<file path="config.mk">
export PLATFORM = sky130hd
export DESIGN_NAME = uart_line_format_status_modem_ctrl
export DESIGN_NICKNAME = d
export VERILOG_FILES = /design/src/uart_line_format_status_modem_ctrl.v
export VERILOG_INCLUDE_DIRS = /design/src
export SDC_FILE = /design/constraint.sdc
export NUM_CORES = 1
export LEC_CHECK = 0
export ABC_CLOCK_PERIOD_IN_PS = 5600
export BUFFER_PORTS_ARGS = -buffer_cell sky130_fd_sc_hd__buf_2
export CORE_MARGIN = 2
export CORE_UTILIZATION = 46
export CTS_BUF_LIST = sky130_fd_sc_hd__clkbuf_4 sky130_fd_sc_hd__clkbuf_8
export DETAILED_ROUTE_END_ITERATION = 8
export GPL_ROUTABILITY_DRIVEN = 0
export GPL_TIMING_DRIVEN = 0
export PLACE_DENSITY = 0.66
export SLEW_MARGIN = 25
export SYNTH_ARGS = -nofsm -noshare
export SYNTH_HDL_FRONTEND = slang
export SYNTH_SLANG_ARGS = --single-unit
</file>
<file path="constraint.sdc">
create_clock -name clk -period 5.6 [get_ports clk]
set_input_delay 0.84 -clock clk [delete_from_list [all_inputs] [get_ports clk]]
set_output_delay 0.84 -clock clk [all_outputs]
set_load 0.05 [all_outputs]
</file>
<file path="src/uart_lfsm_defines.vh">
// Register offsets, field positions, reset values and timing counts for the serial channel.
// Assumes a 32-bit AXI4-Lite slave with one register per aligned word.
`ifndef UART_LFSM_DEFINES_VH
`define UART_LFSM_DEFINES_VH
`define OFS_DATA   8'h00
`define OFS_IER    8'h04
`define OFS_FIFO   8'h08
`define OFS_LFC    8'h0C
`define OFS_MC     8'h10
`define OFS_LS     8'h14
`define OFS_MS     8'h18
`define LFC_STOP   2
`define LFC_PEN    3
`define LFC_EPS    4
`define LFC_STICK  5
`define LFC_BRK    6
`define LFC_DIVISOR_BANK_SELECT   7
`define MC_DTR     0
`define MC_RTS     1
`define MC_USER_OUTPUT_A    2
`define MC_USER_OUTPUT_B    3
`define MC_LOOP    4
`define MC_AFE     5
`define LFC_RST    8'h00
`define MC_RST     8'h00
`define IER_RST    4'h0
`define DIV_RST    16'h0001
`define BIT_TICKS  6'h10
`define STOP15_TKS 6'h18
`define STOP2_TKS  6'h20
`define MID_TICK   4'h7
`define LAST_TICK  4'hF
`define MARK_SMPL  2'h2
`define RESP_OKAY  2'b00
`define RESP_SLV   2'b10
`endif

</file>
<file path="src/uart_line_format_status_modem_ctrl.v">
// One asynchronous serial channel with line format, line status and modem control.
// Assumes an AXI4-Lite master, synchronous line inputs and active-low modem pins.
//
// Local design decisions: the AXI4-Lite register port and the placing of the registers.
`timescale 1ns/1ps
`include "uart_lfsm_defines.vh"
module uart_line_format_status_modem_ctrl #(
  parameter DEPTH = 16
) (
  input  wire        clk,
  input  wire        rst,
  input  wire [7:0]  s_axi_awaddr,
  input  wire        s_axi_awvalid,
  output wire        s_axi_awready,
  input  wire [31:0] s_axi_wdata,
  input  wire [3:0]  s_axi_wstrb,
  input  wire        s_axi_wvalid,
  output wire        s_axi_wready,
  output reg  [1:0]  s_axi_bresp,
  output reg         s_axi_bvalid,
  input  wire        s_axi_bready,
  input  wire [7:0]  s_axi_araddr,
  input  wire        s_axi_arvalid,
  output wire        s_axi_arready,
  output reg  [31:0] s_axi_rdata,
  output reg  [1:0]  s_axi_rresp,
  output reg         s_axi_rvalid,
  input  wire        s_axi_rready,
  output wire        txd,
  input  wire        rxd,
  input  wire        cts_n,
  input  wire        dsr_n,
  input  wire        ri_n,
  input  wire        dcd_n,
  output wire        dtr_n,
  output wire        rts_n,
  output wire        user_output_a_n,
  output wire        user_output_b_n,
  output wire        irq_o,
  output wire        irq_oe,
  output wire        aux_output_pin
);
  localparam PW = $clog2(DEPTH);
  localparam [PW:0] FULL_N = DEPTH[PW:0];
  localparam [2:0] S_IDLE = 3'd0, S_START = 3'd1, S_DATA = 3'd2, S_PAR = 3'd3,
                   S_STOP = 3'd4, S_BRK = 3'd5;

  reg  [7:0]  line_format_control;
  reg  [7:0]  modem_control;
  reg  [3:0]  irq_enable_reg;
  reg  [15:0] divisor;
  reg         fifo_enable_bit;
  reg  [15:0] baud_cnt;
  reg         aw_ok, w_ok;
  reg  [7:0]  aw_addr;
  reg  [7:0]  w_data;
  reg         w_lane0;
  wire        divisor_bank_select = line_format_control[`LFC_DIVISOR_BANK_SELECT];
  wire        loop = modem_control[`MC_LOOP];
  wire        afe  = modem_control[`MC_AFE];

  // Bus handshakes: one write and one read in flight
  assign s_axi_awready = !aw_ok && !s_axi_bvalid;
  assign s_axi_wready  = !w_ok && !s_axi_bvalid;
  assign s_axi_arready = !s_axi_rvalid;
  wire do_wr = aw_ok && w_ok && !s_axi_bvalid;
  wire do_rd = s_axi_arvalid && s_axi_arready;
  wire wr_en = do_wr && w_lane0;
  wire wr_dat = wr_en && aw_addr == `OFS_DATA && !divisor_bank_select;
  wire wr_dll = wr_en && aw_addr == `OFS_DATA && divisor_bank_select;
  wire wr_dlm = wr_en && aw_addr == `OFS_IER && divisor_bank_select;
  wire wr_fcr = wr_en && aw_addr == `OFS_FIFO;
  wire rd_dat = do_rd && s_axi_araddr == `OFS_DATA && !divisor_bank_select;
  wire rd_ls  = do_rd && s_axi_araddr == `OFS_LS;
  wire rd_ms  = do_rd && s_axi_araddr == `OFS_MS;
  wire fifo_chg = wr_fcr && w_data[0] != fifo_enable_bit;
  wire rx_clr = wr_fcr && (w_data[1] || fifo_chg);
  wire tx_clr = wr_fcr && (w_data[2] || fifo_chg);

  // Write address and data latch independently, then commit together
  always @(posedge clk) begin
    if (rst) begin
      aw_ok <= 1'b0;
      w_ok <= 1'b0;
      aw_addr <= 8'h00;
      w_data <= 8'h00;
      w_lane0 <= 1'b0;
      s_axi_bvalid <= 1'b0;
      s_axi_bresp <= `RESP_OKAY;
    end else begin
      if (s_axi_awvalid && s_axi_awready) begin
        aw_ok <= 1'b1;
        aw_addr <= {s_axi_awaddr[7:2], 2'b00};
      end
      if (s_axi_wvalid && s_axi_wready) begin
        w_ok <= 1'b1;
        w_data <= s_axi_wdata[7:0];
        w_lane0 <= s_axi_wstrb[0];
      end
      if (do_wr) begin
        aw_ok <= 1'b0;
        w_ok <= 1'b0;
        s_axi_bvalid <= 1'b1;
        s_axi_bresp <= (aw_addr > `OFS_MC) ? `RESP_SLV : `RESP_OKAY;
      end else if (s_axi_bready) begin
        s_axi_bvalid <= 1'b0;
      end
    end
  end

  // Control registers; status register is read only and ignores writes
  always @(posedge clk) begin
    if (rst) begin
      line_format_control <= `LFC_RST;
      modem_control <= `MC_RST;
      irq_enable_reg <= `IER_RST;
      divisor <= `DIV_RST;
      fifo_enable_bit <= 1'b0;
    end else begin
      if (wr_en && aw_addr == `OFS_LFC) line_format_control <= w_data;
      if (wr_en && aw_addr == `OFS_MC) modem_control <= {2'b00, w_data[5:0]};
      if (wr_en && aw_addr == `OFS_IER && !divisor_bank_select) irq_enable_reg <= w_data[3:0];
      if (wr_dll) divisor[7:0] <= w_data;
      if (wr_dlm) divisor[15:8] <= w_data;
      if (wr_fcr) fifo_enable_bit <= w_data[0];
    end
  end

  // 16x tick; reloaded on divisor write so a new rate starts cleanly
  wire [15:0] div_m1 = (divisor == 16'h0000) ? 16'h0000 : divisor - 16'h0001;
  wire tick = baud_cnt >= div_m1;
  always @(posedge clk) begin
    if (rst || wr_dll || wr_dlm || tick) baud_cnt <= 16'h0000;
    else baud_cnt <= baud_cnt + 16'h0001;
  end

  // Character format shared by both directions
  wire [2:0] last_bit = {1'b0, line_format_control[1:0]} + 3'd4;
  wire pen   = line_format_control[`LFC_PEN];
  wire eps   = line_format_control[`LFC_EPS];
  wire stick = line_format_control[`LFC_STICK];
  wire [7:0] len_mask = 8'hFF >> (3'd7 - last_bit);
  function par_of;
    input [7:0] d;
    input e, s;
    begin
      par_of = s ? ~e : (e ? ^d : ~^d);
    end
  endfunction

  // Transmit buffer: capacity DEPTH in FIFO mode, one holding slot otherwise
  reg [7:0]  tx_mem [0:DEPTH-1];
  reg [PW-1:0] tx_wp, tx_rp;
  reg [PW:0] tx_cnt;
  wire [PW:0] tx_cap = fifo_enable_bit ? FULL_N : {{PW{1'b0}}, 1'b1};
  wire tx_full = tx_cnt == tx_cap;
  wire tx_holding_empty_flag = tx_cnt == {(PW+1){1'b0}};
  reg  [2:0] tx_st;
  reg  [5:0] tx_tk;
  reg  [2:0] tx_bit;
  reg  [7:0] tx_shift;
  reg        tx_par, tx_line;
  wire cts_int = loop ? modem_control[`MC_RTS] : ~cts_n;
  wire tx_go = !tx_holding_empty_flag && (!afe || cts_int);
  wire tx_push = wr_dat && !tx_full;
  wire tx_pop = tx_st == S_IDLE && tx_go && !tx_clr;
  wire [5:0] stop_tks = !line_format_control[`LFC_STOP] ? `BIT_TICKS :
                        (line_format_control[1:0] == 2'b00) ? `STOP15_TKS : `STOP2_TKS;
  wire tx_bit_end = tick && tx_tk == `BIT_TICKS - 6'h01;

  // Holding store pointers
  always @(posedge clk) begin
    if (rst || tx_clr) begin
      tx_wp <= {PW{1'b0}};
      tx_rp <= {PW{1'b0}};
      tx_cnt <= {(PW+1){1'b0}};
    end else begin
      if (tx_push) begin
        tx_mem[tx_wp] <= w_data;
        tx_wp <= tx_wp + 1'b1;
      end
      if (tx_pop) tx_rp <= tx_rp + 1'b1;
      if (tx_push && !tx_pop) tx_cnt <= tx_cnt + 1'b1;
      else if (tx_pop && !tx_push) tx_cnt <= tx_cnt - 1'b1;
    end
  end

  // Transmit shifter: start, data, optional parity, stop
  always @(posedge clk) begin
    if (rst) begin
      tx_st <= S_IDLE;
      tx_tk <= 6'h00;
      tx_bit <= 3'd0;
      tx_shift <= 8'h00;
      tx_par <= 1'b0;
      tx_line <= 1'b1;
    end else begin
      case (tx_st)
        S_IDLE: begin
          tx_line <= 1'b1;
          tx_tk <= 6'h00;
          if (tx_pop) begin
            tx_shift <= tx_mem[tx_rp] & len_mask;
            tx_par <= par_of(tx_mem[tx_rp] & len_mask, eps, stick);
            tx_line <= 1'b0;
            tx_st <= S_START;
          end
        end
        S_START, S_DATA, S_PAR: begin
          if (tick) tx_tk <= tx_tk + 6'h01;
          if (tx_bit_end) begin
            tx_tk <= 6'h00;
            if (tx_st == S_START) begin
              tx_st <= S_DATA;
              tx_bit <= 3'd0;
              tx_line <= tx_shift[0];
            end else if (tx_st == S_DATA && tx_bit != last_bit) begin
              tx_bit <= tx_bit + 3'd1;
              tx_line <= tx_shift[tx_bit + 3'd1];
            end else if (tx_st == S_DATA && pen) begin
              tx_st <= S_PAR;
              tx_line <= tx_par;
            end else begin
              tx_st <= S_STOP;
              tx_line <= 1'b1;
            end
          end
        end
        S_STOP: begin
          if (tick) tx_tk <= tx_tk + 6'h01;
          if (tick && tx_tk == stop_tks - 6'h01) tx_st <= S_IDLE;
        end
        default: tx_st <= S_IDLE;
      endcase
    end
  end

  wire tx_all_empty_flag = tx_holding_empty_flag && tx_st == S_IDLE;
  // Break and loopback act on the pin only; loopback sees the raw shifter
  assign txd = loop ? 1'b1 : (line_format_control[`LFC_BRK] ? 1'b0 : tx_line);
  wire rx_in = loop ? tx_line : rxd;

  // Receive store keeps {break, framing, parity, data} per character
  reg  [10:0] rx_mem [0:DEPTH-1];
  reg  [PW-1:0] rx_wp, rx_rp;
  reg  [PW:0] rx_cnt;
  reg  [PW:0] err_cnt;
  reg  [2:0]  rx_st;
  reg  [3:0]  rx_tk;
  reg  [2:0]  rx_bit;
  reg  [7:0]  rx_data;
  reg         rx_pbad;
  reg  [1:0]  mark_cnt;
  reg         rx_done;
  reg  [10:0] rx_word;
  wire [PW:0] rx_cap = fifo_enable_bit ? FULL_N : {{PW{1'b0}}, 1'b1};
  wire rx_full = rx_cnt == rx_cap;
  wire rx_char_ready = rx_cnt != {(PW+1){1'b0}};
  // Non-FIFO overwrite is a push plus pop; FIFO mode drops the new character
  wire rx_push = rx_done && (!rx_full || !fifo_enable_bit);
  wire rx_pop = (rd_dat && rx_char_ready) || (rx_done && rx_full && !fifo_enable_bit);
  wire ovr_evt = rx_done && rx_full;
  wire rx_mid = tick && rx_tk == `LAST_TICK;
  wire push_err = |rx_word[10:8];
  wire pop_err = |rx_mem[rx_rp][10:8];

  // Receive shifter with false-start rejection
  always @(posedge clk) begin
    if (rst) begin
      rx_st <= S_IDLE;
      rx_tk <= 4'h0;
      rx_bit <= 3'd0;
      rx_data <= 8'h00;
      rx_pbad <= 1'b0;
      mark_cnt <= 2'd0;
      rx_done <= 1'b0;
      rx_word <= 11'h000;
    end else begin
      rx_done <= 1'b0;
      if (tick) rx_tk <= rx_tk + 4'h1;
      case (rx_st)
        S_IDLE: begin
          rx_tk <= 4'h0;
          if (tick && !rx_in) rx_st <= S_START;
        end
        S_START: begin
          if (tick && rx_tk == `MID_TICK) begin
            rx_tk <= 4'h0;
            rx_bit <= 3'd0;
            rx_data <= 8'h00;
            rx_st <= rx_in ? S_IDLE : S_DATA;
          end
        end
        S_DATA: begin
          if (rx_mid) begin
            rx_data[rx_bit] <= rx_in;
            rx_bit <= rx_bit + 3'd1;
            if (rx_bit == last_bit) rx_st <= pen ? S_PAR : S_STOP;
          end
        end
        S_PAR: begin
          if (rx_mid) begin
            rx_pbad <= rx_in != par_of(rx_data, eps, stick);
            rx_st <= S_STOP;
          end
        end
        S_STOP: begin
          // Only the first stop bit is looked at
          if (rx_mid) begin
            rx_done <= 1'b1;
            mark_cnt <= 2'd0;
            if (!rx_in && rx_data == 8'h00 && (!pen || !rx_pbad || !stick)) begin
              rx_word <= {1'b1, 1'b1, 1'b0, 8'h00};
              rx_st <= S_BRK;
            end else if (!rx_in) begin
              rx_word <= {1'b0, 1'b1, pen && rx_pbad, rx_data};
              rx_bit <= 3'd0;
              rx_data <= 8'h00;
              rx_st <= S_DATA;
            end else begin
              rx_word <= {1'b0, 1'b0, pen && rx_pbad, rx_data};
              rx_st <= S_IDLE;
            end
            rx_pbad <= 1'b0;
          end
        end
        S_BRK: begin
          // A break holds the receiver until the line marks twice
          if (tick) mark_cnt <= rx_in ? mark_cnt + 2'd1 : 2'd0;
          if (tick && rx_in && mark_cnt == `MARK_SMPL - 2'd1) rx_st <= S_IDLE;
        end
        default: rx_st <= S_IDLE;
      endcase
    end
  end

  // Receive store pointers and count of characters carrying errors
  always @(posedge clk) begin
    if (rst || rx_clr) begin
      rx_wp <= {PW{1'b0}};
      rx_rp <= {PW{1'b0}};
      rx_cnt <= {(PW+1){1'b0}};
      err_cnt <= {(PW+1){1'b0}};
    end else begin
      if (rx_push) begin
        rx_mem[rx_wp] <= rx_word;
        rx_wp <= rx_wp + 1'b1;
      end
      if (rx_pop) rx_rp <= rx_rp + 1'b1;
      if (rx_push && !rx_pop) rx_cnt <= rx_cnt + 1'b1;
      else if (rx_pop && !rx_push) rx_cnt <= rx_cnt - 1'b1;
      err_cnt <= err_cnt + {{PW{1'b0}}, rx_push && push_err}
                         - {{PW{1'b0}}, rx_pop && pop_err};
    end
  end

  // Errors surface one cycle after a character becomes the head
  reg  head_new;
  reg  oe_flag, rx_parity_err_flag, rx_framing_err_flag, rx_break_flag;
  wire [2:0] head_err = (head_new && rx_char_ready) ? rx_mem[rx_rp][10:8] : 3'b000;
  always @(posedge clk) begin
    if (rst) begin
      head_new <= 1'b0;
      oe_flag <= 1'b0;
      rx_parity_err_flag <= 1'b0;
      rx_framing_err_flag <= 1'b0;
      rx_break_flag <= 1'b0;
    end else begin
      head_new <= (rx_push && !rx_char_ready) || (rx_pop && rx_cnt > 1) || (rx_push && rx_pop);
      // A new error in the read cycle survives the clear
      oe_flag <= (oe_flag && !rd_ls) || ovr_evt;
      rx_parity_err_flag <= (rx_parity_err_flag && !rd_ls) || head_err[0];
      rx_framing_err_flag <= (rx_framing_err_flag && !rd_ls) || head_err[1];
      rx_break_flag <= (rx_break_flag && !rd_ls) || head_err[2];
    end
  end
  wire fifo_error_summary = fifo_enable_bit && err_cnt != {(PW+1){1'b0}};
  wire [7:0] line_status = {fifo_error_summary, tx_all_empty_flag, tx_holding_empty_flag,
                            rx_break_flag, rx_framing_err_flag, rx_parity_err_flag,
                            oe_flag, rx_char_ready};

  // Modem inputs: loopback takes them from the control bits
  wire [3:0] mdm_now = loop ? {modem_control[`MC_USER_OUTPUT_B], modem_control[`MC_USER_OUTPUT_A],
                               modem_control[`MC_DTR], modem_control[`MC_RTS]}
                            : {~dcd_n, ~ri_n, ~dsr_n, ~cts_n};
  reg  [3:0] mdm_prev, mdm_delta;
  wire [3:0] mdm_evt = {mdm_now[3] ^ mdm_prev[3], mdm_prev[2] & ~mdm_now[2],
                        mdm_now[1] ^ mdm_prev[1], (mdm_now[0] ^ mdm_prev[0]) & ~afe};
  always @(posedge clk) begin
    if (rst) begin
      mdm_prev <= 4'h0;
      mdm_delta <= 4'h0;
    end else begin
      mdm_prev <= mdm_now;
      mdm_delta <= (mdm_delta & ~{4{rd_ms}}) | mdm_evt;
    end
  end

  // Read data path; side effects happen when the address is taken
  always @(posedge clk) begin
    if (rst) begin
      s_axi_rvalid <= 1'b0;
      s_axi_rdata <= 32'h0000_0000;
      s_axi_rresp <= `RESP_OKAY;
    end else if (do_rd) begin
      s_axi_rvalid <= 1'b1;
      s_axi_rresp <= `RESP_OKAY;
      case (s_axi_araddr[7:2])
        6'd0: s_axi_rdata <= {24'h00_0000, divisor_bank_select ? divisor[7:0] : rx_mem[rx_rp][7:0]};
        6'd1: s_axi_rdata <= {24'h00_0000, divisor_bank_select ? divisor[15:8] : {4'h0, irq_enable_reg}};
        6'd2: s_axi_rdata <= {24'h00_0000, 7'h00, fifo_enable_bit};
        6'd3: s_axi_rdata <= {24'h00_0000, line_format_control};
        6'd4: s_axi_rdata <= {24'h00_0000, modem_control};
        6'd5: s_axi_rdata <= {24'h00_0000, line_status};
        6'd6: s_axi_rdata <= {24'h00_0000, mdm_now, mdm_delta};
        default: begin
          s_axi_rdata <= 32'h0000_0000;
          s_axi_rresp <= `RESP_SLV;
        end
      endcase
    end else if (s_axi_rready) begin
      s_axi_rvalid <= 1'b0;
    end
  end

  // Interrupt sources, each gated by its enable, also during loopback
  assign irq_o = (irq_enable_reg[0] && rx_char_ready) ||
                 (irq_enable_reg[1] && tx_holding_empty_flag) ||
                 (irq_enable_reg[2] && |line_status[4:1]) ||
                 (irq_enable_reg[3] && |mdm_delta);
  assign irq_oe = modem_control[`MC_USER_OUTPUT_B];
  assign aux_output_pin = ~modem_control[`MC_USER_OUTPUT_B];

  // Auto request-to-send drops while the receive store is full
  wire rts_auto = afe && modem_control[`MC_RTS];
  assign dtr_n = loop | ~modem_control[`MC_DTR];
  assign rts_n = loop | ~modem_control[`MC_RTS] | (rts_auto & rx_full);
  assign user_output_a_n = loop | ~modem_control[`MC_USER_OUTPUT_A];
  assign user_output_b_n = loop | ~modem_control[`MC_USER_OUTPUT_B];
endmodule // uart_line_format_status_modem_ctrl

</file>
==> flow_summary.html <==
<table>
<tr><th>Metric</th><th>Value</th></tr>
<tr><th colspan="2">Floorplanning</th></tr>
<tr><td>Floorplan die area</td><td>0.0490 sq mm</td></tr>
<tr><td>Number of top-level pins</td><td>between 100 and 150</td></tr>
<tr><td>Std-Cell Rows</td><td>79</td></tr>
<tr><td>Overall die width</td><td>roughly 220 um</td></tr>
<tr><td>Initial core utilization</td><td>46.7%</td></tr>
<tr><td>Die Y-Extent</td><td>approximately 220 um</td></tr>
<tr><td>Placeable Area</td><td>around 0.047 sq mm</td></tr>
<tr><th colspan="2">Critical path</th></tr>
<tr><td>Family of cells with the greatest summed delay on the critical path</td><td>simple AND/OR/NAND/NOR gates</td></tr>
<tr><td>CP cell instances</td><td>or4_1 &gt; or3_1 &gt; nor4_1 &gt; nand4b_1 &gt; clkbuf_1 &gt; nand2_1 &gt; ha_1 &gt; a211oi_1 &gt; o21ai_0 &gt; a221oi_1 &gt; o41ai_2 &gt; nand3_1 &gt; clkbuf_1 &gt; nand3_1 &gt; a21oi_1</td></tr>
<tr><td>Kind of critical path</td><td>flip-flop to flip-flop</td></tr>
<tr><td>Data arrival time of the worst path</td><td>~5.6 ns</td></tr>
<tr><td>Crit path buf inv count</td><td>2</td></tr>
<tr><td>Maximum single-stage delay on the critical path</td><td>between 0.5 and 0.6 ns</td></tr>
<tr><td>Data required time at the worst endpoint</td><td>~6.2 ns</td></tr>
<tr><td>Setup crit end kind</td><td>flip-flop</td></tr>
<tr><td>Maximum fanout along the worst path</td><td>10</td></tr>
<tr><td>Critical path startpoint category</td><td>flip-flop</td></tr>
<tr><td>Critical Path Slowest Stage Cell</td><td>sky130_fd_sc_hd__or4_1</td></tr>
<tr><th colspan="2">Global route</th></tr>
<tr><td>Total global routing track utilization</td><td>between 20% and 30%</td></tr>
<tr><td>Wire length of the first global-routing pass</td><td>about 85000 um</td></tr>
<tr><td>Number of antenna violations at the first check in global routing</td><td>1</td></tr>
<tr><td>Vias in the first global route</td><td>14520</td></tr>
<tr><td>Maximum number of pins on one net before global-route repair</td><td>24</td></tr>
<tr><td>Total overflow reported by the global router</td><td>0</td></tr>
<tr><th colspan="2">Finish</th></tr>
<tr><td>Final net count</td><td>2022</td></tr>
<tr><td>Number of flip-flops under the largest register name</td><td>around 180</td></tr>
<tr><td>Top reg by flops</td><td>rx_mem</td></tr>
<tr><td>Registers with the highest flip-flop counts</td><td>rx_mem x176, tx_mem x128</td></tr>
<tr><td>Fraction of final layout cells sized beyond drive strength 1</td><td>a little under a fifth</td></tr>
<tr><td>Final-layout fill cell count</td><td>just under 4000</td></tr>
<tr><td>Area overhead of the layout relative to synthesis</td><td>14.0%</td></tr>
<tr><th colspan="2">Clock tree</th></tr>
<tr><td>Max Root-Sink Buffers</td><td>3</td></tr>
<tr><td>H-Tree Level Count</td><td>3</td></tr>
<tr><td>Post-CTS clock slew at the launch and capture registers of the worst setup and hold paths</td><td>0.06 ns</td></tr>
<tr><td>Clock net sink count</td><td>about 490</td></tr>
<tr><td>CTS tree</td><td>built</td></tr>
<tr><td>Hold-fix buffers at CTS</td><td>0</td></tr>
<tr><td>Root buffer selected by CTS</td><td>sky130_fd_sc_hd__clkbuf_8</td></tr>
<tr><td>Insertion delay of the later-clocked pin in the worst-skew pair</td><td>roughly 0.69 ns</td></tr>
<tr><td>Number of buffers created by CTS</td><td>84</td></tr>
<tr><th colspan="2">Logic synthesis</th></tr>
<tr><td>Mean post-synth cell area</td><td>12.6 sq um</td></tr>
<tr><td>Async set-reset flop share out of synthesis</td><td>0%</td></tr>
<tr><td>Synth cell types</td><td>between 70 and 80</td></tr>
<tr><td>Synthesis-stage register bit count</td><td>491</td></tr>
<tr><td>Sequential area share after synthesis</td><td>59.2%</td></tr>
<tr><td>Netlist Area Pre-Place</td><td>0.0217 sq mm</td></tr>
<tr><td>Count of flip-flops with a built-in enable after synthesis</td><td>just over 300</td></tr>
<tr><td>Dominant synthesized flop cell</td><td>sky130_fd_sc_hd__edfxtp_1</td></tr>
<tr><td>Gate Count Post-Synth</td><td>approximately 1700</td></tr>
<tr><td>Number of warnings printed during yosys synthesis</td><td>0</td></tr>
<tr><th colspan="2">Power and ir drop</th></tr>
<tr><td>Maximum vdd drop</td><td>between 0.2 and 0.25 mV</td></tr>
<tr><td>Total power divided by cell area</td><td>between 300 and 400 mW/mm^2</td></tr>
<tr><td>P_leak</td><td>8.66 nW</td></tr>
<tr><th colspan="2">Drt</th></tr>
<tr><td>Detail Route Antenna Nets</td><td>0</td></tr>
<tr><td>First-pass iteration count of the detailed router</td><td>6</td></tr>
<tr><td>Final wirelength</td><td>55500 um</td></tr>
<tr><td>Initial DRC count</td><td>about 1400</td></tr>
<tr><td>Drt via density</td><td>roughly 5.7</td></tr>
<tr><td>DRC violations left</td><td>0</td></tr>
<tr><td>Per-cell routed wire length</td><td>21.5 um</td></tr>
<tr><td>Via Count</td><td>~15000</td></tr>
<tr><th colspan="2">STA</th></tr>
<tr><td>Worst rel slew slack</td><td>between 30% and 40%</td></tr>
<tr><td>Least setup slack across all paths after layout</td><td>roughly 0.63 ns</td></tr>
<tr><td>Actual transition at the worst max-transition pin</td><td>~1 ns</td></tr>
<tr><td>RSZ-0062 raised after global routing</td><td>false</td></tr>
<tr><td># setup viols final</td><td>0</td></tr>
<tr><td>Final cycle utilization of the critical path</td><td>about nine tenths</td></tr>
<tr><td>Largest clock skew in the final design</td><td>0.0552 ns</td></tr>
<tr><td>Sum of negative setup slack</td><td>0 ns</td></tr>
<tr><td>Max-slew violation count</td><td>0</td></tr>
<tr><td>Max Clk Rate</td><td>201 MHz</td></tr>
<tr><td>Final Hold Fails</td><td>0</td></tr>
<tr><td>Final critical-path required period</td><td>4.97 ns</td></tr>
<tr><th colspan="2">Place</th></tr>
<tr><td>Worst setup timing slack at the placement stage</td><td>about 0.45 ns</td></tr>
<tr><td>Total half-perimeter wirelength after legalization and detailed placement</td><td>37900 um</td></tr>
<tr><td>Number of port buffers</td><td>57</td></tr>
<tr><th colspan="2">Worst hold path</th></tr>
<tr><td>Class of the tightest hold or removal check</td><td>input port to flip-flop</td></tr>
<tr><th colspan="2">Job</th></tr>
<tr><td>Max Cap Violations</td><td>0</td></tr>
<tr><th colspan="2">Run status</th></tr>
<tr><td>Status</td><td>completed</td></tr>
</table>
-- cells in the mapped netlist (11+ instances only) --
library cell / instances / share of area, %
sky130_fd_sc_hd__o21ai_0: 36 / 0.83
sky130_fd_sc_hd__nor2_1: 179 / 3.1
sky130_fd_sc_hd__buf_4: 28 / 0.97
sky130_fd_sc_hd__a21oi_1: 93 / 2.1
sky130_fd_sc_hd__and3_1: 12 / 0.35
sky130_fd_sc_hd__nand3_1: 43 / 0.99
sky130_fd_sc_hd__nor2b_1: 11 / 0.32
sky130_fd_sc_hd__xnor2_1: 39 / 1.6
sky130_fd_sc_hd__inv_1: 53 / 0.92
sky130_fd_sc_hd__mux4_2: 81 / 8.4
sky130_fd_sc_hd__o211ai_1: 11 / 0.38
sky130_fd_sc_hd__edfxtp_1: 304 / 42
sky130_fd_sc_hd__dfxtp_1: 187 / 17
sky130_fd_sc_hd__nor3_1: 32 / 0.74
sky130_fd_sc_hd__buf_2: 14 / 0.32
sky130_fd_sc_hd__mux2i_1: 42 / 1.9
sky130_fd_sc_hd__and2_1: 23 / 0.66
sky130_fd_sc_hd__mux2_2: 13 / 0.67
sky130_fd_sc_hd__nand2_1: 165 / 2.9
sky130_fd_sc_hd__ha_1: 53 / 3.1
sky130_fd_sc_hd__nand2b_1: 16 / 0.46
sky130_fd_sc_hd__nand4_1: 18 / 0.52
sky130_fd_sc_hd__clkbuf_1: 54 / 0.93
sky130_fd_sc_hd__xor2_1: 38 / 1.5
sky130_fd_sc_hd__a22oi_1: 23 / 0.79
sky130_fd_sc_hd__a211oi_1: 12 / 0.41
-- metrics by stage --
step | std cells | util, % | cell area (sq um) | total power [W] | hold WS (ns)
floorplan | 1756 | - | 21800 | 0.00500 | 0.433
global placement | 2420 | 49.1 | 22900 | 0.00530 | 0.443
detailed placement | 2421 | 49.2 | 22900 | 0.00533 | 0.448
CTS | 2577 | 53.1 | 24700 | 0.00881 | 0.326
global route | 2581 | 53.2 | 24800 | 0.00911 | 0.357
finish | 2581 | 53.2 | 24800 | 0.00876 | 0.365
-- per-layer routing --
layer / part of all wire, % / vias up / track usage [%]
met2: 48 / 604 / 37.1
met4: 3.2 / 0 / 8.81
li1: - / 6726 / -
met5: 0 / - / 0
met1: 42 / 7179 / 29.8
met3: 7.2 / 123 / 4.25
-- report_power, final --
part           internal [W]  switching, W  total, W
registers           0.00392      0.000101   0.00402
logic              0.000498      0.000762   0.00126
clock network       0.00198       0.00150   0.00348
-- timing repair --
action	in CTS	in global routing
setup endpoints to repair	0	10
gates resized for setup	0	0
buffers inserted	0	3
-- placed cells by master (no fill, tap or decap), types with 10 or more instances in the layout --
cell type,n
sky130_fd_sc_hd__a21oi_1,93
sky130_fd_sc_hd__xnor2_1,39
sky130_fd_sc_hd__a211oi_1,12
sky130_fd_sc_hd__xor2_1,38
sky130_fd_sc_hd__nand3_1,43
sky130_fd_sc_hd__mux2_2,13
sky130_fd_sc_hd__dfxtp_1,184
sky130_fd_sc_hd__nor2b_1,11
sky130_fd_sc_hd__edfxtp_1,304
sky130_fd_sc_hd__nand4_1,18
sky130_fd_sc_hd__and2_1,23
sky130_fd_sc_hd__inv_1,53
sky130_fd_sc_hd__buf_2,71
sky130_fd_sc_hd__mux2i_1,42
sky130_fd_sc_hd__and3_1,12
sky130_fd_sc_hd__o211ai_1,11
sky130_fd_sc_hd__buf_4,32
sky130_fd_sc_hd__o31ai_1,10
sky130_fd_sc_hd__nor4_1,10
sky130_fd_sc_hd__clkinv_1,17
sky130_fd_sc_hd__nor3_1,28
sky130_fd_sc_hd__mux4_2,81
sky130_fd_sc_hd__conb_1,26
sky130_fd_sc_hd__nand2_1,165
sky130_fd_sc_hd__o21ai_0,36
sky130_fd_sc_hd__clkbuf_4,23
sky130_fd_sc_hd__clkinv_2,10
sky130_fd_sc_hd__clkbuf_1,54
sky130_fd_sc_hd__nand2b_1,16
sky130_fd_sc_hd__ha_1,53
sky130_fd_sc_hd__a22oi_1,23
sky130_fd_sc_hd__clkbuf_8,97
sky130_fd_sc_hd__nor2_1,179
-- final timing paths --
kind | slack [ns] | cells after the start | end | from
hold reg to reg | 0.46 | 2 | tx_shift[3]$_SDFFE_PP0P_ | tx_shift[3]$_SDFFE_PP0P_
setup reg to reg | 0.63 | 15 | mark_cnt[1]$_SDFFE_PP0P_ | divisor[8]$_SDFFE_PP0P_
hold / removal | 0.36 | 2 | s_axi_rvalid$_SDFFE_PP0P_ | s_axi_rready
setup / recovery | 0.63 | 15 | mark_cnt[1]$_SDFFE_PP0P_ | divisor[8]$_SDFFE_PP0P_
-- final cells by class --
| type | count | area [sq um] | share of cell area, % |
|---|---|---|---|
| antenna | 1 | 2.50 | 0.0101 |
| buffer | 110 | 583 | 2.35 |
| clock buffer | 120 | 1510 | 6.09 |
| clock inverter | 36 | 320 | 1.29 |
| inverter | 55 | 206 | 0.833 |
| multi-input combinational | 1100 | 8200 | 33.1 |
| sequential | 491 | 12900 | 52.0 |
| tap | 607 | 759 | 3.07 |
| timing repair buffer | 61 | 315 | 1.27 |
-- kinds of logic (layout without fill, tap and decap cells) --
family | count (synthesis) | in the layout | synth area share (%)
AND/OR/NAND/NOR | 541 | 541 | 11.4
flip-flops | 491 | 491 | 59.2
AO/OA/AOI/OAI | 258 | 258 | 7.69
buffers and inverters | 165 | 382 | 3.63
multiplexers | 140 | 140 | 11.5
XOR/XNOR | 78 | 78 | 3.18
adder cells (fa/ha/maj) | 57 | 57 | 3.33
other | 1 | 27 | 0.0173
Note: power is estimated with default switching activity, not from simulation.
